==> src/rtl/sysctl_regs.svh <==
// register map, field positions and reset values of the system-control status block
//
// Summary of operation
// - pll ready timer rising sets masked status bit 6 when its mask is on
// - regulator current-limit rising sets masked status bit 5 when masked in
// - internal oscillator fault sets masked status bit 4 when masked in
// - main oscillator fault sets masked status bit 3 when masked in
// - regulator going unregulated sets masked status bit 2 when masked in
// - brown-out shows on bit 1 only with mask set and reset-select clear
// - pll stopping oscillation sets masked status bit 0 when masked in
// - writing one clears a masked status bit; writing zero leaves it
// - reserved upper bits are undefined; software keeps them unchanged
// - reset cause value comes from the sources of the last reset
// - external pin reset sets bit 0 and clears every other cause bit
// - any other reset sets its cause bit and keeps earlier ones; the code clears them on power-on through power_on_resetn
// - cause bits: 5 regulator, 4 software, 3 watchdog, 2 brown-out, 1 power-on
// - masked bit is raw and mask, brown-out also needs reset-select clear; write-one clear also clears raw bit
`ifndef SYSCTL_REGS_SVH
`define SYSCTL_REGS_SVH

`define ADDR_W              12
`define DATA_W              32
`define EVT_W               7
`define CAUSE_W             6

`define OFF_BROWNOUT_CTRL   12'h030
`define OFF_RAW_STATUS      12'h050
`define OFF_EVENT_MASK      12'h054
`define OFF_MASKED_STATUS   12'h058
`define OFF_RESET_CAUSE     12'h05c

`define BIT_PLL_LOCK        6
`define BIT_CURRENT_LIMIT   5
`define BIT_INT_OSC_FAULT   4
`define BIT_MAIN_OSC_FAULT  3
`define BIT_UNREGULATED     2
`define BIT_BROWNOUT        1
`define BIT_PLL_FAULT       0

`define BIT_BO_RESET_SEL    1
`define BIT_BO_INT_ENABLE   0

`define BIT_CAUSE_EXT       0

`define RST_EVT             7'h00
`define RST_BO_CTRL         2'h0
`define RST_DATA            32'h0000_0000
`define CAUSE_EXT_ONLY      6'h01

`endif

==> src/rtl/sysctl_pkg.sv <==
// types shared by the system-control status block
`include "sysctl_regs.svh"
package sysctl_pkg;

  // supervision event lines, bit order matches the status layout
  typedef struct packed {
    logic pll_ready_timer;
    logic current_limit;
    logic internal_osc_fault;
    logic main_osc_fault;
    logic regulator_unregulated;
    logic brownout;
    logic pll_stopped;
  } event_vec_t;

  // reset sources of the reset just ended, bit order matches the cause layout
  typedef struct packed {
    logic regulator_power_lost;
    logic software_reset;
    logic watchdog_reset;
    logic brownout_reset;
    logic power_on_reset;
    logic external_reset;
  } reset_src_t;

  // brown-out control fields
  typedef struct packed {
    logic brownout_reset_select;
    logic brownout_int_enable;
  } brownout_ctrl_t;

endpackage

==> src/rtl/sysctl_int_status_reset_cause.sv <==
// apb register bank: supervision event status, masking, interrupt and reset cause record
`timescale 1ns/1ps
`include "sysctl_regs.svh"
module sysctl_int_status_reset_cause
  import sysctl_pkg::*;
(
  input  wire logic                 pclk,
  input  wire logic                 presetn,
  input  wire logic                 power_on_resetn,
  input  wire logic                 psel,
  input  wire logic                 penable,
  input  wire logic                 pwrite,
  input  wire logic [`ADDR_W-1:0]   paddr,
  input  wire logic [`DATA_W-1:0]   pwdata,
  input  wire logic [3:0]           pstrb,
  input  wire event_vec_t           event_in,
  input  wire reset_src_t           reset_source,
  output logic      [`DATA_W-1:0]   prdata,
  output logic                      pready,
  output logic                      pslverr,
  output logic                      irq,
  output logic                      brownout_reset_req
);

  // address match against one register word
  function automatic logic hit(input logic [`ADDR_W-1:0] addr,
                               input logic [`ADDR_W-1:0] off);
    hit = (addr == off);
  endfunction

  // any mapped register word
  function automatic logic mapped(input logic [`ADDR_W-1:0] addr);
    mapped = hit(addr, `OFF_BROWNOUT_CTRL) | hit(addr, `OFF_RAW_STATUS) |
             hit(addr, `OFF_EVENT_MASK) | hit(addr, `OFF_MASKED_STATUS) |
             hit(addr, `OFF_RESET_CAUSE);
  endfunction

  // event vector widened into a bus word, upper bits zero
  function automatic logic [`DATA_W-1:0] word_evt(input logic [`EVT_W-1:0] v);
    word_evt = {{(`DATA_W-`EVT_W){1'b0}}, v};
  endfunction

  logic [`EVT_W-1:0]   evt_level;
  logic [`EVT_W-1:0]   evt_rise;
  logic [`EVT_W-1:0]   raw_event_status;
  logic [`EVT_W-1:0]   event_mask_register;
  logic [`EVT_W-1:0]   masked_event_status;
  logic [`EVT_W-1:0]   masked_clear;
  logic [`EVT_W-1:0]   next_raw_event_status;
  logic [`CAUSE_W-1:0] reset_cause_record;
  logic [`CAUSE_W-1:0] next_reset_cause;
  logic                cause_captured;
  brownout_ctrl_t      brownout_control_register;
  logic                setup_seen;
  logic                access;
  logic                wr_lane0;
  logic [`DATA_W-1:0]  read_word;
  logic                rd_setup;
  logic                reg_hit;
  logic                sel_bo_ctrl;
  logic                sel_raw;
  logic                sel_mask;
  logic                sel_masked;
  logic                sel_cause;
  logic                wr_bo_ctrl;
  logic                wr_mask;
  logic                wr_clear;
  logic                wr_cause;
  logic                brownout_int_mask;
  logic                brownout_level;
  logic                pll_lock_masked_flag;
  logic                current_limit_masked_flag;
  logic                internal_osc_fault_masked_flag;
  logic                main_osc_fault_masked_flag;
  logic                regulator_unregulated_masked_flag;
  logic                brownout_masked_flag;
  logic                pll_fault_masked_flag;
  logic [`CAUSE_W-1:0] cause_from_reset;

  // event lines come from analog supervisors, so each is synchronised
  sync3_edge u_event_sync (
    .clk   (pclk),
    .rst_n (presetn),
    .d     (event_in),
    .level (evt_level),
    .rise  (evt_rise)
  );

  // ---- apb slave handshake ----

  // first access cycle samples the request, the next one completes it
  assign setup_seen = psel & penable & ~pready;
  assign access     = psel & penable & pready;
  assign wr_lane0   = access & pwrite & pstrb[0];

  // read request in its first access cycle
  assign rd_setup = setup_seen & ~pwrite;

  // register selects decoded once from the bus address
  assign sel_bo_ctrl = hit(paddr, `OFF_BROWNOUT_CTRL);
  assign sel_raw     = hit(paddr, `OFF_RAW_STATUS);
  assign sel_mask    = hit(paddr, `OFF_EVENT_MASK);
  assign sel_masked  = hit(paddr, `OFF_MASKED_STATUS);
  assign sel_cause   = hit(paddr, `OFF_RESET_CAUSE);
  assign reg_hit     = mapped(paddr);

  // write strobes at the completing edge; raw status takes no write
  assign wr_bo_ctrl = wr_lane0 & sel_bo_ctrl;
  assign wr_mask    = wr_lane0 & sel_mask;
  assign wr_clear   = wr_lane0 & sel_masked;
  assign wr_cause   = wr_lane0 & sel_cause;

  // one wait state on every transfer
  always_ff @(posedge pclk or negedge presetn) begin
    if (!presetn) begin
      pready <= 1'b0;
    end else begin
      pready <= setup_seen;
    end
  end

  // unmapped address answers with an error
  always_ff @(posedge pclk or negedge presetn) begin
    if (!presetn) begin
      pslverr <= 1'b0;
    end else begin
      pslverr <= setup_seen & ~reg_hit;
    end
  end

  // read multiplexer; reserved bits are returned as zero
  always_comb begin
    read_word = `RST_DATA;
    case (1'b1)
      sel_bo_ctrl: begin
        read_word = {{(`DATA_W-2){1'b0}}, brownout_control_register};
      end
      sel_raw: begin
        read_word = word_evt(raw_event_status);
      end
      sel_mask: begin
        read_word = word_evt(event_mask_register);
      end
      sel_masked: begin
        read_word = word_evt(masked_event_status);
      end
      sel_cause: begin
        read_word = {{(`DATA_W-`CAUSE_W){1'b0}}, reset_cause_record};
      end
      default: begin
        read_word = `RST_DATA;
      end
    endcase
  end

  // read data registered with the ready pulse, zero otherwise
  always_ff @(posedge pclk or negedge presetn) begin
    if (!presetn) begin
      prdata <= `RST_DATA;
    end else if (rd_setup) begin
      prdata <= read_word;
    end else begin
      prdata <= `RST_DATA;
    end
  end

  // ---- control registers ----

  // event mask, bits above the layout are dropped on write
  always_ff @(posedge pclk or negedge presetn) begin
    if (!presetn) begin
      event_mask_register <= `RST_EVT;
    end else if (wr_mask) begin
      event_mask_register <= pwdata[`EVT_W-1:0];
    end
  end

  // brown-out control: reset-instead-of-interrupt and an interrupt enable bit that is only stored and read back
  always_ff @(posedge pclk or negedge presetn) begin
    if (!presetn) begin
      brownout_control_register <= `RST_BO_CTRL;
    end else if (wr_bo_ctrl) begin
      brownout_control_register.brownout_reset_select <= pwdata[`BIT_BO_RESET_SEL];
      brownout_control_register.brownout_int_enable   <= pwdata[`BIT_BO_INT_ENABLE];
    end
  end

  // ---- event status ----

  // write-one clear of the masked register, lane 0 carries all bits
  always_comb begin
    masked_clear = `RST_EVT;
    if (wr_clear) begin
      masked_clear = pwdata[`EVT_W-1:0];
    end
  end

  // raw bits: set on a rising event, cleared through the masked register;
  // a set in the same cycle as its clear wins so no event is lost
  always_comb begin
    next_raw_event_status = (raw_event_status & ~masked_clear) | evt_rise;
  end

  // raw status register
  always_ff @(posedge pclk or negedge presetn) begin
    if (!presetn) begin
      raw_event_status <= `RST_EVT;
    end else begin
      raw_event_status <= next_raw_event_status;
    end
  end

  // brown-out interrupt mask bit of the event mask register
  assign brownout_int_mask = event_mask_register[`BIT_BROWNOUT];

  // masked flags: raw and mask, brown-out further gated by its reset select
  assign pll_lock_masked_flag = raw_event_status[`BIT_PLL_LOCK] &
                                event_mask_register[`BIT_PLL_LOCK];
  assign current_limit_masked_flag = raw_event_status[`BIT_CURRENT_LIMIT] &
                                     event_mask_register[`BIT_CURRENT_LIMIT];
  assign internal_osc_fault_masked_flag = raw_event_status[`BIT_INT_OSC_FAULT] &
                                          event_mask_register[`BIT_INT_OSC_FAULT];
  assign main_osc_fault_masked_flag = raw_event_status[`BIT_MAIN_OSC_FAULT] &
                                      event_mask_register[`BIT_MAIN_OSC_FAULT];
  assign regulator_unregulated_masked_flag = raw_event_status[`BIT_UNREGULATED] &
                                             event_mask_register[`BIT_UNREGULATED];
  assign brownout_masked_flag = raw_event_status[`BIT_BROWNOUT] & brownout_int_mask &
                                ~brownout_control_register.brownout_reset_select;
  assign pll_fault_masked_flag = raw_event_status[`BIT_PLL_FAULT] &
                                 event_mask_register[`BIT_PLL_FAULT];

  // masked status word in the register layout; every bit is raw and mask, brown-out also needs reset select clear
  always_comb begin
    masked_event_status = `RST_EVT;
    masked_event_status[`BIT_PLL_LOCK]       = pll_lock_masked_flag;
    masked_event_status[`BIT_CURRENT_LIMIT]  = current_limit_masked_flag;
    masked_event_status[`BIT_INT_OSC_FAULT]  = internal_osc_fault_masked_flag;
    masked_event_status[`BIT_MAIN_OSC_FAULT] = main_osc_fault_masked_flag;
    masked_event_status[`BIT_UNREGULATED]    = regulator_unregulated_masked_flag;
    masked_event_status[`BIT_BROWNOUT]       = brownout_masked_flag;
    masked_event_status[`BIT_PLL_FAULT]      = pll_fault_masked_flag;
  end

  // level interrupt while any masked bit stands
  always_ff @(posedge pclk or negedge presetn) begin
    if (!presetn) begin
      irq <= 1'b0;
    end else begin
      irq <= |masked_event_status;
    end
  end

  // filtered brown-out level, the same line that feeds the raw bit
  assign brownout_level = evt_level[`BIT_BROWNOUT];

  // brown-out turned into a reset request when reset-select is on
  always_ff @(posedge pclk or negedge presetn) begin
    if (!presetn) begin
      brownout_reset_req <= 1'b0;
    end else begin
      brownout_reset_req <= brownout_level & brownout_control_register.brownout_reset_select;
    end
  end

  // ---- reset cause record ----

  // marks that the sources of the last reset were taken in
  always_ff @(posedge pclk or negedge presetn) begin
    if (!presetn) begin
      cause_captured <= 1'b0;
    end else begin
      cause_captured <= 1'b1;
    end
  end

  // value left by the reset just ended: external stands alone, others pile up
  always_comb begin
    cause_from_reset = reset_cause_record | reset_source;
    if (reset_source.external_reset) begin
      cause_from_reset = `CAUSE_EXT_ONLY;
    end
  end

  // next cause value: capture after release, else software write
  always_comb begin
    next_reset_cause = reset_cause_record;
    if (!cause_captured) begin
      next_reset_cause = cause_from_reset;
    end else if (wr_cause) begin
      next_reset_cause = pwdata[`CAUSE_W-1:0];
    end
  end

  // survives every reset but power-on, which is the only constant load
  always_ff @(posedge pclk or negedge power_on_resetn) begin
    if (!power_on_resetn) begin
      reset_cause_record <= {`CAUSE_W{1'b0}};
    end else begin
      reset_cause_record <= next_reset_cause;
    end
  end

endmodule

==> src/rtl/sync3_edge.sv <==
// three-stage synchroniser with agreement filter and rising-edge pulse
`timescale 1ns/1ps
`include "sysctl_regs.svh"
module sync3_edge (
  input  wire logic              clk,
  input  wire logic              rst_n,
  input  wire logic [`EVT_W-1:0] d,
  output logic      [`EVT_W-1:0] level,
  output logic      [`EVT_W-1:0] rise
);

  logic [`EVT_W-1:0] stage1;
  logic [`EVT_W-1:0] stage2;
  logic [`EVT_W-1:0] stage3;

  // shift chain; stage1 feeds only stage2
  always_ff @(posedge clk or negedge rst_n) begin
    if (!rst_n) begin
      stage1 <= `RST_EVT;
      stage2 <= `RST_EVT;
      stage3 <= `RST_EVT;
    end else begin
      stage1 <= d;
      stage2 <= stage1;
      stage3 <= stage2;
    end
  end

  // level follows only where second and third stage agree
  always_ff @(posedge clk or negedge rst_n) begin
    if (!rst_n) begin
      level <= `RST_EVT;
      rise  <= `RST_EVT;
    end else begin
      level <= (stage2 & stage3) | (level & (stage2 | stage3));
      rise  <= (stage2 & stage3) & ~level;
    end
  end

endmodule

==> config.mk <==
export PLATFORM = sky130hd
export DESIGN_NAME = sysctl_int_status_reset_cause
export DESIGN_NICKNAME = d
export VERILOG_FILES = /design/src/rtl/sysctl_pkg.sv /design/src/rtl/sysctl_int_status_reset_cause.sv /design/src/rtl/sync3_edge.sv
export VERILOG_INCLUDE_DIRS = /design/src /design/src/rtl
export SDC_FILE = /design/constraint.sdc
export NUM_CORES = 1
export LEC_CHECK = 0
export BUFFER_PORTS_ARGS = -buffer_cell sky130_fd_sc_hd__clkbuf_2
export CORE_ASPECT_RATIO = 2
export CORE_MARGIN = 3
export CORE_UTILIZATION = 25
export DETAILED_ROUTE_END_ITERATION = 12
export GPL_ROUTABILITY_DRIVEN = 0
export PLACE_DENSITY = 0.46
export REMOVE_ABC_BUFFERS = 1
export SLEW_MARGIN = 0
export SYNTH_ARGS = -nofsm -noshare
export SYNTH_HDL_FRONTEND = slang
export SYNTH_SLANG_ARGS = --single-unit
==> constraint.sdc <==
create_clock -name pclk -period 3.38 [get_ports pclk]
set_input_delay 0.169 -clock pclk [delete_from_list [all_inputs] [get_ports pclk]]
set_output_delay 0.169 -clock pclk [all_outputs]
set_load 0.03 [all_outputs]
==> results of run 1 <==
worst paths after layout:
check                                                  from                            endpoint  slack, ps  cells after the start
setup / recovery                                   paddr[7]  event_mask_register[0]$_DFFE_PN0P_       1440                      6
max in group asynchronous                           presetn                 prdata[3]$_DFF_PN0_       2060                      3
setup reg to reg                           pready$_DFF_PN0_  event_mask_register[0]$_DFFE_PN0P_       1520                      5
hold reg to reg            u_event_sync.stage1[2]$_DFF_PN0_    u_event_sync.stage2[2]$_DFF_PN0_        340                      0
min in group asynchronous                   power_on_resetn   reset_cause_record[2]$_DFFE_PN0P_        230                      2
hold / removal                                    pwdata[6]  event_mask_register[6]$_DFFE_PN0P_        110                      2
layout make-up:
class / count / share of cell area
clock buffers: 9 / 0.06226
clock inverters: 7 / 0.03805
inverters: 4 / 0.004151
multi-input cells: 159 / 0.2729
flip-flops and latches: 69 / 0.4773
well taps: 140 / 0.04843
repair buffers: 60 / 0.09685
worst max-delay path: stages:
cell,delay [ps]
clkbuf_2,70
or4b_1,630
nor4_4,270
buf_4,230
and2_1,380
mux2_2,390
routing by layer:
layer	up-vias	wire length (um)
li1	930	-
met1	917	2122
met2	55	3540
met3	10	370
met4	0	170
met5	-	0
synthesized netlist by cell type, drive strengths merged (4+ instances only):
master  number
a211oi       8
a21o         7
a21oi       10
a221oi       4
buf         28
dfrtp       69
inv          4
maj3         7
mux2        10
nand2       20
nand3       12
nand3b       4
nor2        13
nor4b        6
o21ai        8
logic make-up (layout without fill, tap and decap cells):
family / count (synthesis) / after routing / synth area share
compound gates: 41 / 41 / 0.09545
fa+ha+maj: 7 / 7 / 0.02452
buf+inv: 35 / 80 / 0.08187
flops: 69 / 69 / 0.6042
mux: 12 / 12 / 0.04641
other cells: 2 / 26 / 0.002628
simple gates: 73 / 73 / 0.1449
registers in the layout, indices dropped and copies added, names as in the netlist, 2 cells and up:
| register | count |
|---|---|
| u_event_sync.stage1 | 7 |
| event_mask_register | 7 |
| u_event_sync.stage2 | 7 |
| brownout_control_register | 2 |
| reset_cause_record | 6 |
| prdata | 7 |
| u_event_sync.rise | 7 |
| raw_event_status | 7 |
| u_event_sync.level | 7 |
| u_event_sync.stage3 | 7 |
per-stage QoR:
step | total power (uW) | util | hold WS [ps] | worst slack (ps) | std cells
final | 2168 | 0.3284 | 110.1 | 1438 | 448
after global routing | 2261 | 0.3284 | 113.2 | 1346 | 448
after floorplan | 971.3 | - | -126.6 | 1260 | 232
after CTS | 2206 | 0.3284 | 96.80 | 1411 | 448
after global placement | 1034 | 0.2873 | 10.96 | 1075 | 423
after detailed placement | 1037 | 0.2873 | 11.94 | 1067 | 423
report_power, final:
group | switching [uW] | internal, uW | total, uW
sequential | 19.8 | 862 | 882
combinational | 97.6 | 48.7 | 146
clock | 348 | 792 | 1140
total | 465 | 1700 | 2170
repair_timing:
action	CTS	global route
hold buffers	9	0
hold endpoints to repair	34	0
buffers inserted	0	0
==> summary.txt, run 1 <==
Clock tree
  – Clock transition at path regs: ~60 ps
  – Clk root buf: clkbuf_16
  – CTS Buf Count: 9
  – TritonCTS clock tree: built
  – H-tree Lvls: 3
  – Later-pin clock latency in the skew report: around 330 ps
  – Resized Gates After CTS: 0
  – Clock Path Buffers: 2
  – CTS sink count: 69

Final layout
  – Final nets: between 300 and 400
  – Layout Area Growth over Synthesis: 26.58%
  – Storage cell area: 1727 sq um
  – Cell area after layout: about 3600 sq um
  – N_diodes: 0
  – Area occupied by multi-input gates: between 900 and 1000 sq um
  – Share of cells above drive strength 1: 0.2597
  – Most common cell after layout, fill and taps aside: dfrtp_1
  – Most frequent cells in the layout: dfrtp_1 (69), clkbuf_2 (49), conb_1 (26)
  – FILL cells: about 1,100

Floorplan
  – Core ar.: between 10,000 and 15,000 sq um
  – Core Rows: between 50 and 60
  – Die height: around 160 um
  – Top Ports: a little over 100
  – Die X: between 80 and 90 um
  – Initial Util: 0.2595
  – Full die area: around 13,000 sq um

Placement
  – IO buf count: approximately 50
  – Area of placed instances: approximately 3200 sq um
  – Post-DP HPWL: 4.785 mm

STA
  – RSZ-0062 raised after global routing: no
  – Max_slew headroom: 0.5662
  – Minimum clock period: 1942 ps
  – Worst-Margin Slew: approximately 650 ps
  – Skew final: a little under 6 ps
  – Final setup viols: 0
  – Final hold vios: 0
  – Setup_tns: 0 ps
  – Max Freq: 515.0 MHz
  – Number of slew-limit violations in the final report: 0
  – Final worst path period share: 0.5745

GRT
  – First-pass GRT wire length: roughly 10 mm
  – GR Util met1: 0.1118
  – Largest net degree at the start of global routing: 43
  – Global-route track usage on met2: 0.1907
  – GR Util All Layers: 0.1104
  – Initial antenna violation count: 0
  – Met3 usage: 0.03207
  – Vias in the first global route: 2,045
  – GRT Max-Usage Layer: met2
  – GRT Residual Overflow: 0

Detailed routing
  – Drt first pass iters: 3
  – Detailed-route vias per instance: between 4 and 5
  – Routed WL: 6.204 mm
  – Post-route DRC: 0
  – Antenna Violating Nets Remaining: 0
  – Routed vias: between 1,500 and 2,000
  – WL/cell: 13.85 um
  – First DRT Iteration DRCs: 81

Power
  – VDD IR max: around 0.21 mV
  – Power per cell area: around 600 nW/um^2
  – Lkg Pwr: about 0.0017 uW

Critical path
  – Worst EP required: between 3000 and 4000 ps
  – Critical path type: in2reg
  – Startpoint Class: input port
  – Setup crit end kind: register
  – Largest fanout on the critical path: 14
  – CP arrival: 2150 ps

Logic synthesis
  – Synth Flop Type: dfrtp_1
  – Area share of the largest cell type after synthesis: 0.6042
  – Yosys cell types: 36
  – Syn Std Cell Area: between 2000 and 3000 sq um
  – EDFF count, synth: 0
  – Syn Inst Count: roughly 240
  – Yosys top cell by area: dfrtp_1
  – Avg Cell Area, Syn: approximately 12 sq um
  – FFs w/ async S/R, synth: 1.000
  – Largest cells by area after synthesis: dfrtp_1 (60%), buf_4 (7.1%), mux2_2 (3.9%)
  – Sequential fraction of the synthesis area: 0.6042
  – Ys Warns: 0
  – Flops & latches, synth: 69

Job
  – MaxCap Viol Count: 0

Outcome
  – Outcome: finished, final reports clean

Min path
  – Hold WC Path Type: in2reg
Power figures use the tool's default switching activity.
==> inputs of run 2 (changes only) <==
Clock period 3.38 ns to 1.9 ns, I/O delays scaled along.
==> summary.txt, run 2 (synthesis results as in run 1) <==
Detailed routing
  – Drt first pass iters: 4 (+1)
  – Routed vias: 2,016 (+5.4%)
  – Antenna Violating Nets Remaining: 0 (unchanged)
  – Detailed-route vias per instance: 4.354 (+2.0%)
  – Post-route DRC: 0 (unchanged)
  – WL/cell: 13.74 um (-0.78%)
  – Routed WL: 6.362 mm (+2.5%)
  – First DRT Iteration DRCs: 94 (+16%)

STA
  – Skew final: 6.171 ps (+0.2243 ps)
  – Final setup viols: 0 (unchanged)
  – Final hold vios: 0 (unchanged)
  – Minimum clock period: 1709 ps
  – Max Freq: ~600 MHz
  – Number of slew-limit violations in the final report: 0 (unchanged)
  – Final worst path period share: 0.8994
  – RSZ-0062 raised after global routing: no
  – Worst Setup Slack, final: 191.2 ps (-1247 ps)

Placement
  – IO buf count: 49 (unchanged)
  – Placement Setup Slack: -150.5 ps (-1217 ps)
  – Post-DP HPWL: 4.820 mm (+0.74%)
  – Placed insts: 438 (+3.5%)

Floorplan
  – Core ar.: 11,010 sq um (unchanged)
  – Die height: 157.2 um (unchanged)
  – Full die area: 12,830 sq um (unchanged)
  – Core Rows: 54 (unchanged)
  – Die X: 81.60 um (unchanged)
  – Top Ports: 103 (unchanged)
  – Initial Util: 0.2595 (unchanged)

GRT
  – Initial antenna violation count: 0 (unchanged)
  – GR Util All Layers: 0.1083 (-0.002104)
  – First-pass GRT wire length: 10.05 mm (-3.0%)
  – Largest net degree at the start of global routing: 64 (+49%)
  – GRT Residual Overflow: 0 (unchanged)
  – Vias in the first global route: 1,985 (-2.9%)

Power
  – VDD IR max: 0.4845 mV (+130%)
  – Power per cell area: 952.2 nW/um^2 (+59%)
  – Lkg Pwr: 0.001702 uW (+2.9%)

Final layout
  – Share of cells above drive strength 1: 0.2941 (+0.03438)
  – Most frequent cells in the layout: dfrtp_1 (69), clkbuf_2 (49), conb_1 (26)
  – Final core utilization: 0.3350 (+0.006589)
  – N_diodes: 0 (unchanged)
  – Final nets: 385 (+4.1%)
  – Final std cells w/o fill: 463 (+3.3%)
  – Most common cell after layout, fill and taps aside: dfrtp_1
  – Layout Area Growth over Synthesis: 29.12%

Clock tree
  – TritonCTS clock tree: built
  – H-tree Lvls: 3 (unchanged)
  – Buffer count from post-CTS setup fixing: 0 (unchanged)
  – Clk root buf: clkbuf_16
  – Resized Gates After CTS: 0 (unchanged)
  – CTS Buf Count: 9 (unchanged)
  – CTS sink count: 69 (unchanged)
  – Clock transition at path regs: 60 ps (about the same)
  – Later-pin clock latency in the skew report: 330 ps (about the same)
  – Clock Path Buffers: 2 (unchanged)

Job
  – MaxCap Viol Count: 0 (unchanged)

Min path
  – Hold WC Path Type: in2reg

Critical path
  – Critical path type: reg2reg
  – Setup crit end kind: register
  – CP arrival: 1940 ps (-210 ps)
  – Worst EP required: 2130 ps (-1460 ps)
  – Largest fanout on the critical path: 13 (-1)
  – Startpoint Class: register

Outcome
  – Outcome: finished, final reports clean
==> run 2: layout make-up <==
cell class | count | area [sq um]
Fill cell | 1113 | 7323
Sequential cell | 69 | 1727
Clock buffer | 9 | 225.2
Timing Repair Buffer | 75 | 488.0
Clock inverter | 7 | 72.57
Tap cell | 140 | 175.2
Multi-Input combinational cell | 159 | 987.2
Inverter | 4 | 15.01
==> run 2: worst max-delay path, stage by stage, from the launching register on <==
cell,delay (ps)
dfrtp_1,370
nand3_1,140
nor4_4,290
buf_4,250
nand3_1,220
a211oi_1,320
==> run 2: per-stage QoR <==
step	cell area, sq um	TNS [ps]	hold WS (ps)	power (uW)
2_1_floorplan	2729	-1020	-200.6	1728
5_1_grt	3690	0	17.90	3663
3_5_place_dp	3302	-487.1	-56.40	1866
6_report	3690	0	28.67	3513
4_1_cts	3690	0	16.31	3580
3_3_place_gp	3302	-502.0	-63.82	1858
==> run 2: worst paths after layout <==
check                                            startpoint                            endpoint  slack, ps  depth (start not counted)
max in group asynchronous                           presetn      u_event_sync.rise[4]$_DFF_PN0_       1280                          3
hold / removal                                    pwdata[6]  event_mask_register[6]$_DFFE_PN0P_         30                          2
min in group asynchronous                   power_on_resetn   reset_cause_record[3]$_DFFE_PN0P_        140                          2
setup / recovery                           pready$_DFF_PN0_   reset_cause_record[4]$_DFFE_PN0P_        190                          5
hold reg to reg            u_event_sync.stage1[2]$_DFF_PN0_    u_event_sync.stage2[2]$_DFF_PN0_        350                          0
setup reg to reg                           pready$_DFF_PN0_   reset_cause_record[4]$_DFFE_PN0P_        190                          5
==> run 2: what timing repair did <==
action	in CTS	in global routing
hold buffers	9	0
setup endpoints to repair	0	0
hold endpoints to repair	76	0
==> run 2: routing by layer <==
metal | GRT usage | wire (um) | up-vias
met1 | 0.1115 | 2281 | 968
met2 | 0.1891 | 3522 | 73
met3 | 0.02978 | 385 | 14
met5 | 0 | 0 | -
met4 | 0.06577 | 172 | 0
li1 | - | - | 961
==> run 2: report_power, final <==
| group | switching (uW) | internal [uW] |
|---|---|---|
| logic | 179 | 102 |
| clock network | 645 | 1020 |
| registers | 35.4 | 1530 |
